--- config.mk ---
export PLATFORM = sky130hd
export DESIGN_NAME = isel_top
export DESIGN_NICKNAME = d
export VERILOG_FILES = /design/src/shared/isel_pkg.sv /design/src/hdl/isel_ep_evt.sv /design/src/hdl/isel_top.sv
export SDC_FILE = /design/constraint.sdc
export NUM_CORES = 1
export LEC_CHECK = 0
export ABC_AREA = 1
export BUFFER_PORTS_ARGS = -buffer_cell sky130_fd_sc_hd__buf_2
export CAP_MARGIN = 0
export CORE_UTILIZATION = 35
export CTS_BUF_LIST = sky130_fd_sc_hd__clkbuf_4
export DETAILED_ROUTE_END_ITERATION = 12
export PLACE_DENSITY = 0.53
export SYNTH_ARGS = -nofsm -noshare
export SYNTH_HDL_FRONTEND = slang
export SYNTH_SLANG_ARGS = --single-unit
--- constraint.sdc ---
create_clock -name mclk_in -period 4.2 [get_ports mclk_in]
set_clock_uncertainty 0.05 [all_clocks]
set_input_delay 0.21 -clock mclk_in [delete_from_list [all_inputs] [get_ports mclk_in]]
set_output_delay 0.21 -clock mclk_in [all_outputs]
set_load 0.005 [all_outputs]
--- src/shared/isel_pkg.sv ---
// Purpose: Constants and carrier types for the interrupt source and enable logic.
// Assumes: 50 MHz core clock, plain register port with one-cycle read latency.
// Notes:   Pending bits latch while disabled; enables only gate the request lines.
package isel_pkg;
    localparam int          CLK_HZ            = 50_000_000;
    localparam int          TICK_SHORT_US     = 128;
    localparam int          TICK_LONG_US      = 1024;
    localparam int          TICK_SHORT_CYC    = CLK_HZ / 1_000_000 * TICK_SHORT_US;
    localparam int          LONG_PER_SHORT    = TICK_LONG_US / TICK_SHORT_US;
    localparam int          COND_MIN_TICKS    = 2;
    localparam logic [7:0]  ADDR_PORTA_EN     = 8'h04;
    localparam logic [7:0]  ADDR_PORTB_EN     = 8'h05;
    localparam logic [7:0]  ADDR_PORTA_EDGE   = 8'h06;
    localparam logic [7:0]  ADDR_PORTB_EDGE   = 8'h07;
    localparam logic [7:0]  ADDR_SRC_EN       = 8'h20;
    localparam logic [7:0]  ADDR_EP_EN        = 8'h21;
    localparam logic [7:0]  ADDR_PENDING      = 8'h22;
    localparam logic [7:0]  ADDR_ACK          = 8'h23;
    localparam logic [7:0]  ADDR_BUS_MODE     = 8'h24;
    localparam logic [7:0]  ADDR_SPI_DATA     = 8'h25;
    localparam logic [7:0]  RESET_BYTE        = 8'h00;
    localparam logic [2:0]  EP_EN_MASK        = 3'h7;
    localparam int          SRC_BUS           = 0;
    localparam int          SRC_T128          = 1;
    localparam int          SRC_T1024         = 2;
    localparam int          SRC_SPI           = 3;
    localparam int          SRC_CAPA          = 4;
    localparam int          SRC_CAPB          = 5;
    localparam int          SRC_GPIO          = 6;
    localparam int          NUM_SRC           = 10;
    localparam int          SRC_EP0           = 7;
    localparam int          SRC_EP1           = 8;
    localparam int          SRC_EP2           = 9;

    // Endpoint events from the USB protocol engine, one-cycle pulses
    typedef struct packed {
        logic data_rx;
        logic data_valid;
        logic ack_rx_mode;
        logic nak_stall_sent;
        logic in_ack_rx;
        logic setup_rx;
        logic setup_accept;
        logic zero_len_sent;
    } isel_ep_evt_type;

    typedef struct packed {
        logic [7:0] addr;
        logic [7:0] wdata;
        logic       wr;
        logic       rd;
    } isel_bus_type;
endpackage

--- src/hdl/isel_ep_evt.sv ---
// Purpose: Reduce the protocol engine events of one endpoint to one request pulse.
// Assumes: Event inputs are single-cycle pulses on the core clock.
// Notes:   Control endpoint adds SETUP and zero-length status events.
`timescale 1ns/1ns
module isel_ep_evt
    import isel_pkg::*;
#(
    parameter bit IS_CONTROL = 1'b0
) (
    // Events
    input  wire isel_ep_evt_type evt_in,
    // Request
    output logic                 req_out
);
    logic data_hit;

    assign data_hit = evt_in.data_rx & (evt_in.data_valid | evt_in.ack_rx_mode);

    always_comb begin
        req_out = data_hit | evt_in.nak_stall_sent;
        if (IS_CONTROL) begin
            req_out = req_out | (evt_in.setup_rx & evt_in.setup_accept) | evt_in.zero_len_sent;
        end else begin
            req_out = req_out | evt_in.in_ack_rx;
        end
    end
endmodule

--- src/hdl/isel_top.sv ---
// Purpose: Interrupt sources, enables and pending latches toward the core.
// Assumes: Pins are asynchronous and are synchronised here; events are core-clock pulses.
// Notes:   Pending bits clear by acknowledge strobe or by writing ones to the ack address.
//
// Our own choice: the address-and-strobe port.
`timescale 1ns/1ns
module isel_top
    import isel_pkg::*;
#(
    parameter int PORT_W = 8
) (
    // Clock and reset
    input  wire logic                  mclk_in,
    input  wire logic                  rst_b_in,
    // Register port
    input  wire isel_bus_type          bus_in,
    output logic [7:0]                 rdata_out,
    // Pins
    input  wire logic [PORT_W-1:0]     port_a_pins_in,
    input  wire logic [PORT_W-1:0]     port_b_pins_in,
    input  wire logic                  usb_dp_in,
    input  wire logic                  usb_dm_in,
    input  wire logic                  ps2_data_pin_in,
    // Capture and serial peripheral events
    input  wire logic                  cap_a_evt_in,
    input  wire logic                  cap_b_evt_in,
    input  wire logic                  spi_byte_done_in,
    input  wire logic [7:0]            spi_rx_byte_in,
    // USB protocol engine events
    input  wire isel_ep_evt_type       ep0_evt_in,
    input  wire isel_ep_evt_type       ep1_evt_in,
    input  wire isel_ep_evt_type       ep2_evt_in,
    // Core acknowledge
    input  wire logic [NUM_SRC-1:0]    ack_in,
    // Outputs
    output logic [NUM_SRC-1:0]         irq_out,
    output logic                       irq_any_out,
    output logic                       transfer_complete_flag_out,
    output logic                       addr_clear_out
);
    // ****************************************
    // Registers
    // ****************************************
    logic [7:0]           src_en;
    logic [2:0]           ep_en;
    logic [PORT_W-1:0]    pa_en;
    logic [PORT_W-1:0]    pb_en;
    logic [PORT_W-1:0]    pa_edge;
    logic [PORT_W-1:0]    pb_edge;
    logic                 bus_reset_source_select;
    logic [7:0]           spi_data;
    logic [NUM_SRC-1:0]   pending;
    logic [NUM_SRC-1:0]   raw_req;
    logic [NUM_SRC-1:0]   src_enable;
    logic [NUM_SRC-1:0]   sw_clear;

    function automatic logic hit(input logic [7:0] a);
        hit = bus_in.wr && (bus_in.addr == a);
    endfunction

    always_ff @(posedge mclk_in or negedge rst_b_in) begin
        if (!rst_b_in) begin
            src_en                  <= RESET_BYTE;
            ep_en                   <= '0;
            pa_en                   <= '0;
            pb_en                   <= '0;
            pa_edge                 <= '0;
            pb_edge                 <= '0;
            bus_reset_source_select <= 1'b0;
        end else begin
            if (hit(ADDR_SRC_EN)) begin
                src_en <= bus_in.wdata;
            end
            if (hit(ADDR_EP_EN)) begin
                ep_en <= bus_in.wdata[2:0] & EP_EN_MASK;
            end
            if (hit(ADDR_PORTA_EN)) begin
                pa_en <= bus_in.wdata[PORT_W-1:0];
            end
            if (hit(ADDR_PORTB_EN)) begin
                pb_en <= bus_in.wdata[PORT_W-1:0];
            end
            if (hit(ADDR_PORTA_EDGE)) begin
                pa_edge <= bus_in.wdata[PORT_W-1:0];
            end
            if (hit(ADDR_PORTB_EDGE)) begin
                pb_edge <= bus_in.wdata[PORT_W-1:0];
            end
            if (hit(ADDR_BUS_MODE)) begin
                bus_reset_source_select <= bus_in.wdata[0];
            end
        end
    end

    // Reads; port enable and edge registers are write-only and read zero
    always_ff @(posedge mclk_in or negedge rst_b_in) begin
        if (!rst_b_in) begin
            rdata_out <= RESET_BYTE;
        end else if (bus_in.rd) begin
            unique case (bus_in.addr)
                ADDR_SRC_EN:   rdata_out <= src_en;
                ADDR_EP_EN:    rdata_out <= {5'h00, ep_en};
                ADDR_PENDING:  rdata_out <= pending[7:0];
                ADDR_ACK:      rdata_out <= {6'h00, pending[NUM_SRC-1:8]};
                ADDR_BUS_MODE: rdata_out <= {7'h00, bus_reset_source_select};
                ADDR_SPI_DATA: rdata_out <= spi_data;
                default:       rdata_out <= RESET_BYTE;
            endcase
        end else begin
            rdata_out <= RESET_BYTE;
        end
    end

    // ****************************************
    // Pin synchronisers
    // ****************************************
    localparam int SYN_W = 2 * PORT_W + 3;
    logic [SYN_W-1:0] sync1;
    logic [SYN_W-1:0] sync2;
    logic [PORT_W-1:0] pa_s;
    logic [PORT_W-1:0] pb_s;
    logic dp_s;
    logic dm_s;
    logic ps2_s;

    always_ff @(posedge mclk_in or negedge rst_b_in) begin
        if (!rst_b_in) begin
            sync1 <= '0;
            sync2 <= '0;
        end else begin
            sync1 <= {port_a_pins_in, port_b_pins_in, usb_dp_in, usb_dm_in, ps2_data_pin_in};
            sync2 <= sync1;
        end
    end
    assign {pa_s, pb_s, dp_s, dm_s, ps2_s} = sync2;

    // ****************************************
    // Free-running timer
    // ****************************************
    logic [$clog2(TICK_SHORT_CYC)-1:0] pre_cnt;
    logic [$clog2(LONG_PER_SHORT)-1:0] long_cnt;
    logic tick_short;
    logic tick_long;

    assign tick_short = (pre_cnt == ($clog2(TICK_SHORT_CYC))'(TICK_SHORT_CYC - 1));
    assign tick_long  = tick_short && (long_cnt == ($clog2(LONG_PER_SHORT))'(LONG_PER_SHORT - 1));

    always_ff @(posedge mclk_in or negedge rst_b_in) begin
        if (!rst_b_in) begin
            pre_cnt  <= '0;
            long_cnt <= '0;
        end else begin
            pre_cnt <= tick_short ? '0 : pre_cnt + 1'b1;
            if (tick_short) begin
                long_cnt <= long_cnt + 1'b1;
            end
        end
    end

    // ****************************************
    // Bus reset / PS2 activity
    // ****************************************
    logic       cond_now;
    logic [1:0] cond_ticks;
    logic       cond_long;
    logic       cond_long_q;
    logic       bus_evt;

    assign cond_now = bus_reset_source_select ? ~ps2_s : (~dp_s & ~dm_s);
    // Qualified by the live condition so the address clear drops with the pin, not a cycle later
    assign cond_long = cond_now && (cond_ticks == 2'(COND_MIN_TICKS));

    // persistence counted in 128 us ticks: 128 to 256 us
    always_ff @(posedge mclk_in or negedge rst_b_in) begin
        if (!rst_b_in) begin
            cond_ticks <= '0;
        end else if (!cond_now) begin
            cond_ticks <= '0;
        end else if (tick_short && !cond_long) begin
            cond_ticks <= cond_ticks + 1'b1;
        end
    end

    always_ff @(posedge mclk_in or negedge rst_b_in) begin
        if (!rst_b_in) begin
            cond_long_q <= 1'b0;
        end else begin
            cond_long_q <= cond_long;
        end
    end

    // at end in USB mode, at detection in PS2 mode
    assign bus_evt = bus_reset_source_select ? (cond_long & ~cond_long_q) : (~cond_long & cond_long_q);
    assign addr_clear_out = cond_long;

    // ****************************************
    // Serial peripheral data
    // ****************************************
    // data and flag valid with request
    always_ff @(posedge mclk_in or negedge rst_b_in) begin
        if (!rst_b_in) begin
            spi_data                   <= RESET_BYTE;
            transfer_complete_flag_out <= 1'b0;
        end else if (spi_byte_done_in) begin
            spi_data                   <= spi_rx_byte_in;
            transfer_complete_flag_out <= 1'b1;
        end else if (bus_in.rd && bus_in.addr == ADDR_SPI_DATA) begin
            transfer_complete_flag_out <= 1'b0;
        end
    end

    // ****************************************
    // GPIO edges
    // ****************************************
    logic [2*PORT_W-1:0] pin_now;
    logic [2*PORT_W-1:0] pin_prev;
    logic [2*PORT_W-1:0] pin_pol;
    logic [2*PORT_W-1:0] pin_en;
    logic [2*PORT_W-1:0] pin_trig;
    logic                gpio_busy;
    logic                gpio_evt;

    assign pin_now = {pb_s, pa_s};
    assign pin_pol = {pb_edge, pa_edge};
    assign pin_en  = {pb_en, pa_en};

    always_ff @(posedge mclk_in or negedge rst_b_in) begin
        if (!rst_b_in) begin
            pin_prev <= '0;
        end else begin
            pin_prev <= pin_now;
        end
    end

    genvar gi;
    generate
        for (gi = 0; gi < 2 * PORT_W; gi++) begin : g_pin
            assign pin_trig[gi] = pin_en[gi] & (pin_pol[gi] ? (pin_now[gi] & ~pin_prev[gi])
                                                            : (~pin_now[gi] & pin_prev[gi]));
        end
    endgenerate

    // triggered pin blocks others while held at trigger level
    always_comb begin
        gpio_busy = 1'b0;
        for (int i = 0; i < 2 * PORT_W; i++) begin
            if (pin_en[i] && (pin_now[i] == pin_pol[i]) && (pin_prev[i] == pin_pol[i])) begin
                gpio_busy = 1'b1;
            end
        end
    end

    logic gpio_lock;
    always_ff @(posedge mclk_in or negedge rst_b_in) begin
        if (!rst_b_in) begin
            gpio_lock <= 1'b0;
        end else if (|pin_trig && !gpio_lock) begin
            gpio_lock <= 1'b1;
        end else if (!gpio_busy) begin
            gpio_lock <= 1'b0;
        end
    end
    assign gpio_evt = |pin_trig & ~gpio_lock;

    // ****************************************
    // Endpoints
    // ****************************************
    logic ep0_req;
    logic ep1_req;
    logic ep2_req;

    isel_ep_evt #(.IS_CONTROL(1'b1)) u_ep0 (
        .evt_in  (ep0_evt_in),
        .req_out (ep0_req)
    );
    isel_ep_evt #(.IS_CONTROL(1'b0)) u_ep1 (
        .evt_in  (ep1_evt_in),
        .req_out (ep1_req)
    );
    isel_ep_evt #(.IS_CONTROL(1'b0)) u_ep2 (
        .evt_in  (ep2_evt_in),
        .req_out (ep2_req)
    );

    // ****************************************
    // Pending and gating
    // ****************************************
    always_comb begin
        raw_req            = '0;
        raw_req[SRC_BUS]   = bus_evt;
        raw_req[SRC_T128]  = tick_short;
        raw_req[SRC_T1024] = tick_long;
        raw_req[SRC_SPI]   = spi_byte_done_in;
        raw_req[SRC_CAPA]  = cap_a_evt_in;
        raw_req[SRC_CAPB]  = cap_b_evt_in;
        raw_req[SRC_GPIO]  = gpio_evt;
        raw_req[SRC_EP0]   = ep0_req;
        raw_req[SRC_EP1]   = ep1_req;
        raw_req[SRC_EP2]   = ep2_req;
    end

    assign src_enable = {ep_en, src_en[6:0]};
    assign sw_clear   = hit(ADDR_ACK) ? {bus_in.wdata[1:0], bus_in.wdata} : '0;

    // latch pending; set wins over clear
    always_ff @(posedge mclk_in or negedge rst_b_in) begin
        if (!rst_b_in) begin
            pending <= '0;
        end else begin
            pending <= (pending & ~(ack_in | sw_clear)) | raw_req;
        end
    end

    assign irq_out     = pending & src_enable;
    assign irq_any_out = |irq_out;
endmodule

==> reports/results.ini, run 1 <==
[logic_synthesis]
synth-main-ff-cell=dfrtp_1
synth_edf_count=0
yosysWarnings=0
synth_top_area_share_pct=58.9
ys_ff_latch=145
syn-instance-count=703
yosys.area.top_type=dfrtp_1
yosys-top-cells-count=nand2_1, dfrtp_1, inv_1
seq_area_frac_synth_pct=58.9
synthMostInstantiatedCell=nand2_1
syn_avg_cell_area_sq_um=8.76
synth_area_leaders=dfrtp_1, nand2_1, o21ai_0
ys_async_sr_fraction_pct=100
ys_types=33
synth_fp_nets=791
netlist_area_sq_mm=0.00616

[critical_path]
r2r.worst_path.cells=10
rr_startpoint=pre_cnt[0]
r2r_end=pre_cnt[7]
crit_arrival_ps=3020
rrSetupSlack_ps=2400
path_class=in -> reg
path_cells=dlygate4sd3_1 > buf_2 > nand2_1 > inv_1 > and3_1 > a21oi_1 > dlygate4sd3_1 > nand2_1 > nand2_1 > dlygate4sd3_1
end_kind=flip-flop
crit_buf_inv=5
crit_path_top_delay_cell=dlygate4sd3_1
max_stage_delay_ps=600
critical_path.startpoint_type=primary input
critPathTopFamily=buffers and inverters
cp.required_ps=4610
cp_max_fo=8

[flow_run]
max-cap-violations=0

[clocking]
clk_path_buf_depth=2
clk_root_buffer_cell=clkbuf_4
cts_buffers=17
clkSinkCount=145
cts_tree=built
cts_resized=0
clk_latency_ps=560
cts_setup_buffers=0
holdBufCountCts=75
h-tree-depth=4
clk_pin_slew_ps=130

[timing]
rsz0062_at_grt=false
tns_ps=0
worst_pin_slew_ps=781
timing.final.crit_period_ps=2610
fmax_ghz=0.383
finalCritPeriodShare_pct=62.1
drv_slew=0
hold_viol_final=0
max-slew-margin-rel_pct=47.9
setup_viol=0

[routing]
totalWireLength_um=14300
ant_nets=0
drc=0
routedWlPerCell_um=12.7
drt-pass1-iter-count=5
dr_total_vias=5102
drt_iter0_drc=291
vias_per_cell=4.52

[layout]
area_growth_pct=29.3
final_area_sq_mm=0.00796
regArea_sq_mm=0.00363
multiInputGateArea_sq_mm=0.00212
nets=977
drive_above_1_share_pct=16.5
fill_cells=1674
instances_no_fill=1128

[place]
gp_congestion=0.847
dpl.hpwl_um=9780
placedCellCount=1020
port-buffer-count=97
placed_cell_area_sq_mm=0.00690

[pwr]
seq_power_share_pct=55.9
switchingPower_mw=0.682
switching_share_pct=25.4
p_clk_share_pct=34.9
comb_power_share_pct=9.2
p_leak_nw=4.05
ir_drop_uv=211
p_per_area_mw_per_mm2=337
power.internal_mw=2.00

[worst_hold_path]
hold_class=in -> reg
hp-start=bus_in[2]
hold_depth=3
hold-path-endpoint=src_en[0]

[global_routing]
grt_overflow=0
grt_pass1_wl_um=24000
antenna_found_initial=1
grt_pass1_vias=5076
grt_util_all_layers_pct=17.3
grt_max_degree=87

[die]
initial_core_util_pct=35.7
die_x_um=135
pin_count=105
placementRows=48
core_area_sq_mm=0.0172
die_h_um=135
dieArea_sq_mm=0.0181

[run_status]
run_status=complete, no violations

-- final cells by class --
cell class	instances	share of cell area (%)
Antenna cell	1	0.0314
Clock buffer	19	1.79
Clock inverter	13	2.06
Inverter	98	4.62
Multi-Input combinational cell	453	26.6
Sequential cell	145	45.6
Tap cell	225	3.54
Timing Repair Buffer	174	15.8
-- kinds of logic (layout without fill, tap and decap cells) --
| logic type | Yosys count | count (layout) | share of synthesized area (%) |
|---|---|---|---|
| flip-flops | 145 | 145 | 58.9 |
| XOR/XNOR | 5 | 5 | 0.711 |
| other | 0 | 1 | 0 |
| adder cells (fa/ha/maj) | 4 | 4 | 0.813 |
| buffers and inverters | 105 | 304 | 6.71 |
| AND/OR/NAND/NOR | 322 | 322 | 22.0 |
| AO/OA/AOI/OAI | 122 | 122 | 10.8 |
-- power groups by stage --
stage | Combinational [mW] | Sequential [mW] | Clock (mW)
after floorplan | 0.0955 | 1.51 | 0
after global placement | 0.194 | 1.53 | 0
after detailed placement | 0.196 | 1.53 | 0
after CTS | 0.250 | 1.50 | 0.980
after global routing | 0.285 | 1.51 | 1.05
final | 0.248 | 1.50 | 0.936
-- per-layer routing --
metal	GRT usage, %	wire (um)	vias to the layer above
li1	-	-	2611
met1	22.8	6750	2361
met2	26.7	6620	109
met3	4.47	609	21
met4	7.74	314	0
met5	0	0	-
-- flip-flops by register name, indices dropped and copies added (netlist names) --
| name | cells |
|---|---|
| sync1 | 19 |
| sync2 | 19 |
| pin_prev | 16 |
| pre_cnt | 13 |
| pending | 10 |
| pa_edge | 8 |
| pa_en | 8 |
| pb_edge | 8 |
| pb_en | 8 |
| rdata_out | 8 |
| spi_data | 8 |
| src_en | 8 |
| ep_en | 3 |
| long_cnt | 3 |
| cond_ticks | 2 |
| bus_reset_source_select | 1 |
| cond_long_q | 1 |
| gpio_lock | 1 |
| transfer_complete_flag_out | 1 |
-- worst min-delay path, delay by kind of cell --
| family | cells | cell delay (ps) |
|---|---|---|
| AOI/OAI and AO/OA | 1 | 170 |
| buffers and inverters | 2 | 250 |
-- worst max path at each step --
| stage | from | endpoint | slack [ps] | depth (start not counted) |
|---|---|---|---|---|
| CTS | bus_in[10] | pending[3] | 1760 | 10 |
| detailed placement | bus_in[14] | pending[9] | 2340 | 8 |
| floorplan | pre_cnt[0] | pre_cnt[7] | 2650 | 10 |
| global placement | bus_in[14] | pending[9] | 2360 | 8 |
| global route | bus_in[10] | pending[3] | 1550 | 10 |
| finish | bus_in[10] | pending[3] | 1590 | 10 |
-- per-stage QoR --
stage | total power [mW] | setup WS [ps] | hold WS [ps] | utilization, %
after floorplan | 1.61 | 2650 | -136 | -
after global placement | 1.72 | 2360 | 269 | 40.0
after detailed placement | 1.72 | 2340 | 269 | 40.0
after CTS | 2.73 | 1760 | 13.0 | 46.2
after global routing | 2.84 | 1550 | 35.2 | 46.2
final | 2.68 | 1590 | 55.5 | 46.2
-- cell usage in the layout (no fill, tap or decap), types with 4 or more instances in the layout --
master and n:
a21oi_1 14, dfrtp_1 145, inv_1 97, clkinv_4 4
xor2_1 4, o21ai_0 89, o211ai_1 4, nor2_1 55
dlygate4sd3_1 75, ha_1 4, nand3_1 33, clkinvlp_4 4
o21ai_2 8, nand4_1 4, nand2_1 207, clkbuf_4 19
buf_2 96, nor3_1 5
Power figures use the tool's default switching activity.
==> run 2: changes to the inputs <==
--- a/config.mk
+++ b/config.mk
@@ -5,13 +5,13 @@
 export SDC_FILE = /design/constraint.sdc
 export NUM_CORES = 1
 export LEC_CHECK = 0
-export ABC_AREA = 1
+export ABC_AREA = 0
 export BUFFER_PORTS_ARGS = -buffer_cell sky130_fd_sc_hd__buf_2
 export CAP_MARGIN = 0
 export CORE_UTILIZATION = 35
 export CTS_BUF_LIST = sky130_fd_sc_hd__clkbuf_4
 export DETAILED_ROUTE_END_ITERATION = 12
-export PLACE_DENSITY = 0.53
+export PLACE_DENSITY = 0.55
 export SYNTH_ARGS = -nofsm -noshare
 export SYNTH_HDL_FRONTEND = slang
 export SYNTH_SLANG_ARGS = --single-unit
==> constraint.sdc (replaced) <==
create_clock -name mclk_in -period 2.35 [get_ports mclk_in]
set_clock_uncertainty 0.05 [all_clocks]
set_input_delay 0.1175 -clock mclk_in [delete_from_list [all_inputs] [get_ports mclk_in]]
set_output_delay 0.1175 -clock mclk_in [all_outputs]
set_load 0.005 [all_outputs]
==> run 2 against run 1 <==
The run now ends with setup timing left; power increased by 84%; utilization increased by 1.6 points; non-clock buffer count up 9; first-iteration DRC count decreased by 53%; via count fell by 15%; final area is 0.11% lower; clock-buffer cell count down 1; clock power up 88%; setup slack worse by 1800 ps; cell count down 20%; critical path depth is 5 lower.
==> reports/results.ini, run 2 <==
[run_status]
run_status=finished, violations left
violations=setup timing

[global_routing]
grt_pass1_vias=4481
grt_pass1_wl_um=23300
grt_util_all_layers_pct=17.3
grt_overflow=0
antenna_found_initial=1
grt_max_degree=66

[logic_synthesis]
synth-main-ff-cell=dfrtp_1
synth_area_leaders=dfrtp_1, mux2_2, o21ai_0
synth_top_area_share_pct=60.4
ys_types=48
syn_avg_cell_area_sq_um=12.9
ys_ff_latch=145
syn-instance-count=467
netlist_area_sq_mm=0.00600
seq_area_frac_synth_pct=60.4
ys_async_sr_fraction_pct=100
synth_compound_area_share_pct=5.48
yosysWarnings=0
synthAdderAreaFrac_pct=0.834
post_synth_and_or_nand_nor_area_fraction_pct=18.2
yosys-top-cells-count=dfrtp_1, mux2_2, o21ai_0
synthMostInstantiatedCell=dfrtp_1
synth_mux_area_share_pct=12.3
synth_edf_count=0
synth_xor_area_share_pct=1.60
synth_fp_nets=555
yosys.area.top_type=dfrtp_1
synth_top_family_by_area=simple AND/OR/NAND/NOR gates

[layout]
layout_common_cells=dfrtp_1, buf_2, dlygate4sd3_1
fill_cells=1525
area_growth_pct=32.4
drive_above_1_share_pct=33.5
nets=752
final_area_sq_mm=0.00795
top_regs=sync1: 19 flops, sync2: 19 flops, pin_prev: 16 flops
final_common_cell=dfrtp_1

[worst_hold_path]
hp-start=bus_in[15]
hold_class=in -> reg
hold-path-endpoint=bus_reset_source_select
hold_depth=4

[timing]
fmax_ghz=0.392
drv_slew=0
worst_slack_ps=-201
finalCritPeriodShare_pct=109
worst_pin_slew_ps=598
rsz0062_at_grt=true
max-slew-margin-rel_pct=59.8
setup_viol=1
hold_viol_final=0
timing.final.crit_period_ps=2550

[critical_path]
cp_max_fo=2
path_cells=and2_4 > or2_4 > or4_4 > or4_4 > buf_6
path_class=reg -> out
end_kind=primary output
max_stage_delay_ps=470
rrSetupSlack_ps=190
crit_arrival_ps=2380
r2r_end=pending[2]
r2r.worst_path.cells=6
rr_startpoint=pre_cnt[0]
path_common_cell=or4_4
critical_path.startpoint_type=flip-flop
crit_path_top_delay_cell=or4_4
cp.required_ps=2180
setup.worst_path.start=src_en[6]

[die]
pin_count=105
initial_core_util_pct=36.1
core_area_sq_mm=0.0166
die_h_um=133
placementRows=47
die_x_um=133
dieArea_sq_mm=0.0177

[pwr]
ir_drop_uv=256
p_per_area_mw_per_mm2=621
p_leak_nw=3.76

[routing]
routedWlPerCell_um=15.6
drc=0
dr_total_vias=4312
ant_nets=0
drt-pass1-iter-count=4
totalWireLength_um=14000
drt_iter0_drc=138
vias_per_cell=4.80

[clocking]
clk_latency_ps=550
clk_root_buffer_cell=clkbuf_4
h-tree-depth=4
cts_tree=built
clkSinkCount=145
cts_buffers=17
clk_pin_slew_ps=120
clk_path_buf_depth=2

[place]
port-buffer-count=97
placed_cell_area_sq_mm=0.00683
dpl_worst_slack_ps=243
dpl.hpwl_um=9630
gp_congestion=0.751

[flow_run]
max-cap-violations=0

[run 2: cell count changes in the layout (fill, tap and decap cells not counted), sizes merged, moves of 10 or more]
cell   delta
nand2   -193
and3b    +10
and2     +10
mux2     +60
a21oi    -12
nor3     +15
o21ai    -64
nor3b    +12
buf      +15
inv      -85
nand3    -25
and3     +16
nor2     -36
[run 2: cells by family after synthesis]
kind of cell,after synthesis
fa+ha+maj,4
buf+inv,18
mux,64
flops,145
xor+xnor,11
simple gates,171
compound gates,54
[run 2: routing by layer]
| layer | track usage (%) | up-vias | share of wire, % |
|---|---|---|---|
| met2 | 27.8 | 81 | 48 |
| met3 | 3.37 | 15 | 3.6 |
| met5 | 0 | - | 0 |
| met1 | 23.1 | 2102 | 47 |
| li1 | - | 2114 | - |
| met4 | 6.32 | 0 | 1.5 |
[run 2: power breakdown]
part / internal, mW / switching [mW] / total [mW]
clock network: 0.850 / 0.915 / 1.76
logic: 0.283 / 0.202 / 0.485
registers: 2.61 / 0.0826 / 2.69
[run 2: area by class of cell]
type	instances	area, sq um	share of cell area, %
clock inverter	14	190	2.39
timing repair buffer	183	1340	16.9
multi-input combinational	304	2330	29.3
antenna	1	2.50	0.0315
tap	220	275	3.46
inverter	13	48.8	0.614
sequential	145	3630	45.6
clock buffer	18	135	1.70
[run 2: repair_timing]
action / 4_1_cts / 5_1_grt
hold buffers: 71 / 0
gates resized for setup: 5 / 3
buffers inserted: 6 / 1
endpoints found under the hold margin: 235 / 0
endpoints found under the setup margin: 1 / 4
pin swaps: 3 / 0
[run 2: per-stage QoR]
stage | TNS, ps | std cells | hold slack, ps | power, mW | utilization (%)
2_1_floorplan | 0 | 467 | -228 | 2.89 | -
3_3_place_gp | 0 | 788 | -29.2 | 3.08 | 41.0
3_5_place_dp | 0 | 788 | -23.2 | 3.10 | 41.0
4_1_cts | -274 | 897 | 2.57 | 5.01 | 47.7
5_1_grt | -295 | 898 | 38.1 | 5.19 | 47.8
6_report | -201 | 898 | 35.7 | 4.94 | 47.8
[run 2: worst max-delay path, delay by kind of cell, from the launching register on]
kind	cells	cell delay [ps]
flops	1	400
buf+inv	1	130
simple gates	4	1290
[run 2: worst max-delay path by stage]
stage                     depth (start not counted)          end  slack, ps
after floorplan                                   4  irq_any_out        450
after global placement                            5  irq_any_out        240
after detailed placement                          5  irq_any_out        240
after CTS                                         5  irq_any_out       -270
after global routing                              5  irq_any_out       -290
final                                             5  irq_any_out       -200
==> run 3: changes to the inputs <==
--- a/config.mk
+++ b/config.mk
@@ -6,8 +6,7 @@
 export NUM_CORES = 1
 export LEC_CHECK = 0
 export ABC_AREA = 0
-export BUFFER_PORTS_ARGS = -buffer_cell sky130_fd_sc_hd__buf_2
-export CAP_MARGIN = 0
+export BUFFER_PORTS_ARGS = -buffer_cell sky130_fd_sc_hd__clkbuf_2
 export CORE_UTILIZATION = 35
 export CTS_BUF_LIST = sky130_fd_sc_hd__clkbuf_4
 export DETAILED_ROUTE_END_ITERATION = 12
==> run 3 against run 2 <==
The run still ends with setup timing left; sequential cell count stayed put; hold slack better by 17 ps; via count is 1.4% higher; wire length is 0.66% lower; non-clock buffer count stayed put; critical path depth stayed put; final area hardly changed; die area stayed put; sequential share of layout area hardly changed; sequential power hardly changed; largest cell class unchanged; largest power group unchanged.
==> reports/results.ini, run 3 (synthesis results as in run 2) <==
[routing]
ant_nets=0
drt_iter0_drc=169
vias_per_cell=4.87
drt-pass1-iter-count=6
drc=0
routedWlPerCell_um=15.5
totalWireLength_um=13900
dr_total_vias=4374

[clocking]
clkSinkCount=145
clk_latency_ps=550
clk_path_buf_depth=2
cts_buffers=17
cts_tree=built
h-tree-depth=4
clk_pin_slew_ps=110
clk_root_buffer_cell=clkbuf_4

[layout]
final_common_cell=dfrtp_1
area_growth_pct=32.4
instances_no_fill=898
nets=752
layout_common_cells=dfrtp_1, clkbuf_2, dlygate4sd3_1
drive_above_1_share_pct=32.3
top_regs=sync1: 19 flops, sync2: 19 flops, pin_prev: 16 flops
utilization_pct=47.8
final_area_sq_mm=0.00795

[global_routing]
grt_pass1_wl_um=23400
grt_pass1_vias=4543
grt_util_all_layers_pct=17.3
grt_max_degree=54
antenna_found_initial=1
grt_overflow=0

[die]
pin_count=105
initial_core_util_pct=36.1
die_x_um=133
core_area_sq_mm=0.0166
dieArea_sq_mm=0.0177
placementRows=47
die_h_um=133

[critical_path]
path_depth=5
rrSetupSlack_ps=210
max_stage_delay_ps=470
cp_max_fo=2
critPathTopFamily=simple AND/OR/NAND/NOR gates
r2r.worst_path.cells=6
cp.required_ps=2180
path_common_cell=or4_4
end_kind=primary output
path_class=reg -> out
crit_path_top_delay_cell=or4_4
critical_path.startpoint_type=flip-flop
crit_buf_inv=1
path_cells=and2_4 > or2_4 > or4_4 > or4_4 > clkbuf_2
crit_arrival_ps=2400

[timing]
worst_pin_slew_ps=603
worst_slack_ps=-214
drv_slew=0
timing.final.crit_period_ps=2560
fmax_ghz=0.390
setup_viol=1
hold_viol_final=0
max-slew-margin-rel_pct=59.5
finalCritPeriodShare_pct=109
rsz0062_at_grt=true

[flow_run]
max-cap-violations=0

[pwr]
ir_drop_uv=277
switchingPower_mw=1.15
seq_power_share_pct=53.8
p_clk_share_pct=36.5
power.internal_mw=3.85
comb_power_share_pct=9.6
switching_share_pct=23.1
p_leak_nw=3.77
p_per_area_mw_per_mm2=629

[place]
dpl_worst_slack_ps=233
placedCellCount=788
dpl.hpwl_um=9520
placed_cell_area_sq_mm=0.00683
port-buffer-count=97
gp_congestion=0.747

[run_status]
violations=setup timing
run_status=finished, violations left

[worst_hold_path]
hold_class=in -> reg
hold_depth=4

run 3: final cells by class:
class | count | area [sq um]
well taps | 220 | 275
multi-input cells | 304 | 2320
clock buffers | 19 | 143
inverters | 13 | 48.8
clock inverters | 13 | 191
fillers | 1510 | 8690
flip-flops and latches | 145 | 3630
repair buffers | 183 | 1340
diodes | 1 | 2.50
run 3: worst paths after layout:
check,from,end
min in group asynchronous,rst_b_in,pin_prev[6]
setup / recovery,ep_en[0],irq_any_out
max in group asynchronous,rst_b_in,pa_edge[1]
hold reg to reg,sync1[6],sync2[6]
setup reg to reg,pre_cnt[0],pending[2]
hold / removal,bus_in[12],bus_reset_source_select
run 3: timing repair:
action,in CTS,in global routing
cloned,0,0
hold buffers,73,0
setup endpoints to repair,1,2
buffers inserted,5,0
gates resized for setup,3,1
pin swaps,3,0
hold endpoints to repair,235,0
run 3: per-stage QoR:
stage               total power [mW]  hold WS, ps  setup TNS, ps
finish                          5.00         52.4           -214
global route                    5.26         42.7           -307
CTS                             5.07         4.34           -270
detailed placement              3.10         41.6              0
global placement                3.08         31.4              0
floorplan                       2.89         -228              0
run 3: worst register-to-register path: stages, from the launching register on:
cell,delay [ps]
dfrtp_1,420
ha_1,230
nand3_1,240
nor3_1,240
buf_4,230
a32o_1,140
dlygate4sd3_1,540
run 3: power groups by stage:
stage	logic [mW]	registers (mW)	clock network, mW
6_report	0.482	2.69	1.83
5_1_grt	0.536	2.71	2.01
4_1_cts	0.488	2.69	1.89
3_5_place_dp	0.358	2.74	0
3_3_place_gp	0.352	2.73	0
2_1_floorplan	0.170	2.72	0
run 3: routing by layer:
layer / track usage (%) / part of all wire, % / vias to the layer above
li1: - / - / 2119
met1: 22.5 / 47 / 2150
met2: 28.0 / 48 / 88
met3: 3.64 / 3.4 / 17
met4: 7.09 / 1.8 / 0
met5: 0 / 0 / -
